## config.mk

```make
export PLATFORM = sky130hd
export DESIGN_NAME = otp_prog_host
export DESIGN_NICKNAME = d
export VERILOG_FILES = /design/src/otp_prog_pkg.sv /design/src/otp_prog_host.sv
export SDC_FILE = /design/constraint.sdc
export NUM_CORES = 1
export LEC_CHECK = 0
export BUFFER_PORTS_ARGS = -buffer_cell sky130_fd_sc_hd__buf_2
export CORE_MARGIN = 2
export CORE_UTILIZATION = 51
export CTS_CLUSTER_DIAMETER = 200
export DETAILED_ROUTE_END_ITERATION = 8
export PLACE_DENSITY = 0.85
export SLEW_MARGIN = 0
export SYNTH_ARGS = -nofsm -noshare
export SYNTH_HDL_FRONTEND = slang
export SYNTH_SLANG_ARGS = --single-unit
export TNS_END_PERCENT = 50
```

## constraint.sdc

```tcl
create_clock -name clk_i -period 5.4 [get_ports clk_i]
set_input_delay 1.08 -clock clk_i [delete_from_list [all_inputs] [get_ports clk_i]]
set_output_delay 1.08 -clock clk_i [all_outputs]
set_load 0.03 [all_outputs]
```

## src/otp_prog_pkg.sv

```systemverilog
// Shared constants and types for the PROM programming host
// Functional notes
// Programming mode needs supply at 5 V or 12.5 V with reset pin low.
// Chip select and output drive low in read: device drives stored byte.
// Output drive high: device data lines high impedance, output disabled.
// Chip select high in read: standby, data lines high impedance.
// Page latch: chip select high, pulse high, output drive low; four bytes.
// After page latch, 0.1 ms low program pulse, select and drive high.
// Byte write: 0.1 ms low pulse, select low, drive high, data driven.
// Select low, pulse high, drive low: verify mode, device outputs data.
// Programmer runs verify after each write.
// Failed location retried write plus verify, at most 10 attempts total.
// A device whose pulse input stays high is not written.
// Programmer picks the single read device through output drive strobes.
// Program addresses only 0000H to 7FFFH, last address 7FFFH.
// Read presents address on seventeen lines, data returns on eight.
// Page holds four consecutive bytes aligned to a four-byte boundary.
package otp_prog_pkg;
    localparam int ADDR_W = 17;
    localparam int DATA_W = 8;
    localparam int PAGE_BYTES = 4;
    localparam logic [16:0] ADDR_LAST = 17'h07FFF;
    localparam int MAX_TRIES = 10;
    localparam int CLK_NS = 100;
    localparam int PULSE_NS = 100000;
    localparam int PULSE_CYC = PULSE_NS / CLK_NS;
    localparam int SETUP_CYC = 2;
    localparam int SAMPLE_CYC = 4;

    typedef enum logic [1:0] {
        OP_READ = 2'h0,
        OP_BYTE = 2'h1,
        OP_PAGE = 2'h2
    } op_t;

    typedef struct packed {
        logic ce_n;
        logic oe_n;
        logic pgm_n;
        logic hv;
        logic rst_n;
    } strobe_t;

    typedef struct packed {
        logic ok;
        logic [3:0] tries;
        logic [7:0] data;
    } result_t;
endpackage

```

## src/otp_prog_host.sv

```systemverilog
// Host that drives the PROM programming pins
`timescale 1ns/100ps
module otp_prog_host #(
    parameter int PULSE_CYCLES = otp_prog_pkg::PULSE_CYC,
    parameter int TRIES = otp_prog_pkg::MAX_TRIES
) (
    input wire logic clk_i,
    input wire logic sys_rst_i,
    input wire logic req_valid_i,
    output logic req_ready_o,
    input wire otp_prog_pkg::op_t req_op_i,
    input wire logic [16:0] req_addr_i,
    input wire logic [31:0] req_data_i,
    output logic done_o,
    output otp_prog_pkg::result_t result_o,
    output logic [16:0] address_lines_o,
    output logic [7:0] data_lines_o,
    output logic data_lines_oe_o,
    input wire logic [7:0] data_lines_i,
    output otp_prog_pkg::strobe_t strobe_o
);
    typedef enum {
        S_IDLE, S_SETUP, S_LATCH, S_PULSE, S_VERIFY, S_NEXT, S_READ, S_DONE
    } state_t;

    state_t state_reg, state_next;
    logic [7:0] d_s1_reg, d_s2_reg;
    logic [31:0] buf_reg;
    logic [16:0] addr_reg, addr_next;
    logic [1:0] op_reg;
    logic [15:0] cnt_reg, cnt_next;
    logic [3:0] try_reg, try_next;
    logic [1:0] idx_reg, idx_next;
    logic ok_reg, ok_next;
    logic [7:0] rd_reg, rd_next;
    logic done_reg, done_next;

    wire is_page = (op_reg == 2'(otp_prog_pkg::OP_PAGE));
    wire is_read = (op_reg == 2'(otp_prog_pkg::OP_READ));
    wire cnt_end = (cnt_reg == 16'h0000);
    wire [7:0] cur_byte = buf_reg[8 * idx_reg +: 8];
    wire [16:0] cur_addr = is_page ? {addr_reg[16:2], idx_reg} : addr_reg;
    wire addr_ok = (req_addr_i <= otp_prog_pkg::ADDR_LAST);
    wire match = (d_s2_reg == cur_byte);

    function automatic logic [15:0] cyc(input int n);
        cyc = 16'(n - 1);
    endfunction

    assign req_ready_o = (state_reg == S_IDLE);
    assign done_o = done_reg;

    always_ff @(posedge clk_i or posedge sys_rst_i)
    begin
        if (sys_rst_i)
        begin
            d_s1_reg <= 8'h00;
            d_s2_reg <= 8'h00;
        end
        else
        begin
            d_s1_reg <= data_lines_i;
            d_s2_reg <= d_s1_reg;
        end
    end

    always_ff @(posedge clk_i or posedge sys_rst_i)
    begin
        if (sys_rst_i)
        begin
            state_reg <= S_IDLE;
            addr_reg <= 17'h00000;
            buf_reg <= 32'h00000000;
            op_reg <= 2'h0;
            cnt_reg <= 16'h0000;
            try_reg <= 4'h0;
            idx_reg <= 2'h0;
            ok_reg <= 1'b0;
            rd_reg <= 8'h00;
            done_reg <= 1'b0;
        end
        else
        begin
            state_reg <= state_next;
            addr_reg <= addr_next;
            cnt_reg <= cnt_next;
            try_reg <= try_next;
            idx_reg <= idx_next;
            ok_reg <= ok_next;
            rd_reg <= rd_next;
            done_reg <= done_next;
            if (state_reg == S_IDLE && req_valid_i)
            begin
                buf_reg <= req_data_i;
                op_reg <= req_op_i;
            end
        end
    end

    always_comb
    begin
        state_next = state_reg;
        addr_next = addr_reg;
        cnt_next = cnt_end ? cnt_reg : cnt_reg - 16'h0001;
        try_next = try_reg;
        idx_next = idx_reg;
        ok_next = ok_reg;
        rd_next = rd_reg;
        done_next = 1'b0;
        case (state_reg)
            S_IDLE:
                if (req_valid_i)
                begin
                    idx_next = 2'h0;
                    try_next = 4'h0;
                    ok_next = 1'b0;
                    cnt_next = cyc(otp_prog_pkg::SETUP_CYC);
                    if (req_op_i == otp_prog_pkg::OP_READ)
                    begin
                        // Address pins settle a cycle late, then two sync flops
                        cnt_next = cyc(otp_prog_pkg::SAMPLE_CYC);
                        addr_next = req_addr_i;
                        state_next = S_READ;
                    end
                    else if (!addr_ok)
                        state_next = S_DONE;
                    else
                    begin
                        addr_next = req_addr_i;
                        state_next = (req_op_i == otp_prog_pkg::OP_PAGE) ?
                            S_LATCH : S_SETUP;
                    end
                end
            S_LATCH:
                if (cnt_end)
                begin
                    cnt_next = cyc(otp_prog_pkg::SETUP_CYC);
                    if (idx_reg == 2'(otp_prog_pkg::PAGE_BYTES - 1))
                    begin
                        idx_next = 2'h0;
                        state_next = S_SETUP;
                    end
                    else
                        idx_next = idx_reg + 2'h1;
                end
            S_SETUP:
                if (cnt_end)
                begin
                    cnt_next = cyc(PULSE_CYCLES);
                    try_next = try_reg + 4'h1;
                    state_next = S_PULSE;
                end
            S_PULSE:
                if (cnt_end)
                begin
                    cnt_next = cyc(otp_prog_pkg::SAMPLE_CYC);
                    state_next = S_VERIFY;
                end
            S_VERIFY:
                if (cnt_end)
                begin
                    cnt_next = cyc(otp_prog_pkg::SAMPLE_CYC);
                    if (!match)
                    begin
                        idx_next = 2'h0;
                        cnt_next = cyc(otp_prog_pkg::SETUP_CYC);
                        state_next = (try_reg == 4'(TRIES)) ? S_DONE :
                            (is_page ? S_LATCH : S_SETUP);
                    end
                    else if (is_page && idx_reg != 2'h3)
                        idx_next = idx_reg + 2'h1;
                    else
                    begin
                        ok_next = 1'b1;
                        state_next = S_DONE;
                    end
                end
            S_READ:
                if (cnt_end)
                begin
                    rd_next = d_s2_reg;
                    ok_next = 1'b1;
                    state_next = S_DONE;
                end
            S_DONE:
            begin
                done_next = 1'b1;
                state_next = S_IDLE;
            end
            default:
                state_next = S_IDLE;
        endcase
    end

    always_ff @(posedge clk_i or posedge sys_rst_i)
    begin
        if (sys_rst_i)
        begin
            strobe_o <= '{ce_n: 1'b1, oe_n: 1'b1, pgm_n: 1'b1, hv: 1'b0,
                           rst_n: 1'b0};
            address_lines_o <= 17'h00000;
            data_lines_o <= 8'h00;
            data_lines_oe_o <= 1'b0;
            result_o <= '0;
        end
        else
        begin
            // Reset pin held low throughout; supply raised only to write
            strobe_o.rst_n <= 1'b0;
            strobe_o.hv <= !is_read && state_next != S_IDLE;
            address_lines_o <= cur_addr;
            data_lines_o <= cur_byte;
            case (state_next)
                S_LATCH:
                    strobe_o <= '{1'b1, 1'b0, 1'b1, 1'b1, 1'b0};
                // Page pulse keeps chip select high, byte pulse pulls it low
                S_SETUP:
                    strobe_o <= '{is_page, 1'b1, 1'b1, 1'b1, 1'b0};
                S_PULSE:
                    strobe_o <= '{is_page, 1'b1, 1'b0, 1'b1, 1'b0};
                S_VERIFY:
                    strobe_o <= '{1'b0, 1'b0, 1'b1, 1'b1, 1'b0};
                S_READ:
                    strobe_o <= '{1'b0, 1'b0, 1'b1, 1'b0, 1'b0};
                default:
                    strobe_o <= '{1'b1, 1'b1, 1'b1, 1'b0, 1'b0};
            endcase
            data_lines_oe_o <= (state_next == S_LATCH) ||
                (state_next == S_SETUP) || (state_next == S_PULSE);
            if (done_next)
                result_o <= '{ok: ok_reg, tries: try_reg, data: rd_reg};
        end
    end
endmodule // otp_prog_host

```

==> key figures <==
Outcome
  – Outcome: complete, no violations

STA
  – Peak Freq: roughly 270 MHz
  – Clk_skew: 10.86 ps
  – RSZ-0062 raised after global routing: false
  – Final setup fails: 0
  – Worst relative slew slack: between 30% and 40%
  – Final WS setup: 1655 ps
  – Fin crit share: between 60% and 70%
  – Setup tns final: 0 ps
  – Final min period: approximately 3700 ps
  – Final hold violations: 0
  – Slew at the pin closest to its max-slew limit: just over 1000 ps
  – Count of pins over their slew limit: 0

Clock network
  – CTS H-tree lvls: 4
  – CTS max path bufs: 2
  – CTS buffer count: 17
  – Clk slew on worst S/H paths: 60 ps
  – CTS-repair resized insts: 0
  – Clock sink total: 174
  – Hold buffers post-CTS: 0
  – TritonCTS clock tree: yes
  – Setup bufs post-CTS: 0
  – Later-pin clock latency in the skew report: 420 ps
  – CTS Root Cell: clkbuf_16

Synth
  – Async SR Flop Fraction: 100.0%
  – Largest area contributor in the synthesized netlist: dfrtp_1
  – Xor and xnor area share after synthesis: under 10%
  – Post-synthesis cell type count: 63
  – Compound-Gate Fraction of Synth Area: under 10%
  – Mapped Avg Cell Area: ~14 µm²
  – Largest family of logic cells by synthesized area: multiplexers
  – Synth area leaders: dfrtp_1 (62%), mux2_1 (7.6%), mux2_2 (3.9%)
  – #FFs+latches synth: between 150 and 200
  – Post-synthesis sequential area ratio: a little under two thirds
  – Top cell type's share of synthesized area: a little over three fifths
  – Synth Flop Type: dfrtp_1
  – Adder-cell share of the synthesized area: between 1 and 1.5%
  – Post-synth EDFFs: 0
  – Cells after synthesis: between 400 and 500
  – Mux contribution to synthesized area: between 10% and 20%
  – Yosys warnings: 0
  – Post-synth design cell area: 6853 µm²
  – Post-synthesis simple-gate area fraction: 8.654%

Finish
  – Final Cell Area: between 8000 and 9000 µm²
  – Area growth from synthesis to layout: 20.94%
  – Nets: slightly above 700
  – # diodes: 0
  – Utilization after layout: 62.83%
  – Most frequent cells in the layout: dfrtp_1 (171), buf_2 (106), mux2_1 (46), nor2_1 (30), conb_1 (30)
  – Most common cell after layout, fill and taps aside: dfrtp_1
  – Fillers: a little under 1000
  – Share of layout cells above drive strength 1: 29.69%

Floorplanning
  – CORE AREA: between 10000 and 15000 µm²
  – Die area: ~14000 µm²
  – Num ports: roughly 110
  – Cell Rows: 42
  – Chip Height: roughly 120 µm
  – Die width: roughly 120 µm
  – Initial Util: 51.95%

Global routing
  – Largest net degree at the start of global routing: 83
  – First-pass GRT wire length: roughly 24000 µm
  – Initial antenna violation count: 1
  – Vias in the first global route: approximately 4800
  – Global route overflow: 0
  – GRT Overall Usage: a little over a fifth

Setup path
  – Worst setup path category: flip-flop to output pin
  – WP data required: ~4300 ps
  – Data arrival, critical path: between 2000 and 3000 ps
  – CP Capture Type: output pin
  – Crit path launch type: flip-flop
  – Worst-path fanout max: 12

Min path
  – Hold/Removal Path Class: flip-flop to flip-flop

Power and ir drop
  – Power, Total: about 2.7 mW
  – Peak supply drop: around 0.00023 V
  – Leak: about 4.2 nW
  – Power per cell area: approximately 320 nW/µm²

Routing
  – Routed WL: approximately 14000 µm
  – DR vias/cell: ~5.3
  – Avg WL per Cell: 16.76 µm
  – DRC: 0
  – Initial DRC count: roughly 350
  – DR vias: around 4400
  – Detail Route Antenna Nets: 0
  – DRT Pass-1 Iters: 4

Place
  – DP Area: about 7700 µm²
  – GP Congestion: 0.9198
  – Port Buffers: about 110
  – HPWL after detailed placement: roughly 9700 µm
  – Pre-CTS setup slack: 2223 ps

Run
  – Max_cap viols: 0
cells in the mapped netlist (6+ instances only):
cell type	count
ha_1	6
nor3_1	6
nor4_1	9
dfrtp_1	171
xnor2_1	16
xor2_1	8
mux2_1	46
o21ai_1	6
clkbuf_1	12
o21ai_0	11
nor2b_1	6
mux4_2	8
mux2_2	24
nor2_1	30
nand2_1	19
nand4_1	8
inv_1	12
a21oi_1	24
path summary, 6_finish.rpt:
kind	to	start	cells past startpoint	slack, ps
worst max-delay path	req_ready_o	state_reg[17]$_DFF_PP0_	6	1650
worst min-delay path	d_s2_reg[7]$_DFF_PP0_	d_s1_reg[7]$_DFF_PP0_	0	350
worst max register to register	addr_reg[3]$_DFFE_PP0P_	state_reg[17]$_DFF_PP0_	8	2220
worst min register to register	d_s2_reg[7]$_DFF_PP0_	d_s1_reg[7]$_DFF_PP0_	0	350
max in group asynchronous	result_o[5]$_DFFE_PP0P_	sys_rst_i	3	3540
min in group asynchronous	addr_reg[10]$_DFFE_PP0P_	sys_rst_i	2	610
layer usage:
metal / GRT usage, % / part of all wire (%) / routed length (µm) / up-vias
li1: - / - / - / 2013
met1: 26.02 / 41 / 5628 / 2206
met2: 35.30 / 51 / 7104 / 120
met3: 6.702 / 6.0 / 826 / 24
met4: 7.941 / 2.0 / 273 / 2
met5: 0 / 0.051 / 7 / -
worst max-delay path, stage by stage, from the launching register on:
cell and delay (ps):
dfrtp_1 380, nor4_1 380, nand4_1 160, nor2_1 650
nand2_1 260, nor2_1 200, buf_2 220
kinds of logic after synthesis:
kind of cell	after synthesis
muxes	81
xor gates and xnor gates	24
other	1
and+or+nand+nor	110
buffers and inverters	33
AOI/OAI and AO/OA	69
DFF	174
adders and majority gates	6
through the flow:
stage / instances / hold WS (ps)
after floorplan: 527 / 331.2
after global placement: 794 / 332.8
after detailed placement: 794 / 336.3
after CTS: 826 / 350.3
after global routing: 826 / 355.9
final: 826 / 347.4
area by class of cell:
type                    count  area [µm²]  share of cell area (%)
inverters                  14       56.30                  0.6793
repair buffers            110       560.5                   6.763
clock inverters            11       155.1                   1.872
multi-input cells         320        2467                   29.77
flip-flops and latches    174        4358                   52.58
clock buffers              21       470.5                   5.676
well taps                 176       220.2                   2.657
power breakdown:
| group | switching, mW | total [mW] | internal [mW] |
|---|---|---|---|
| Sequential | 0.00730 | 1.33 | 1.32 |
| Combinational | 0.0425 | 0.0654 | 0.0229 |
| Clock | 0.486 | 1.26 | 0.771 |
Note: power is estimated with default switching activity, not from simulation.
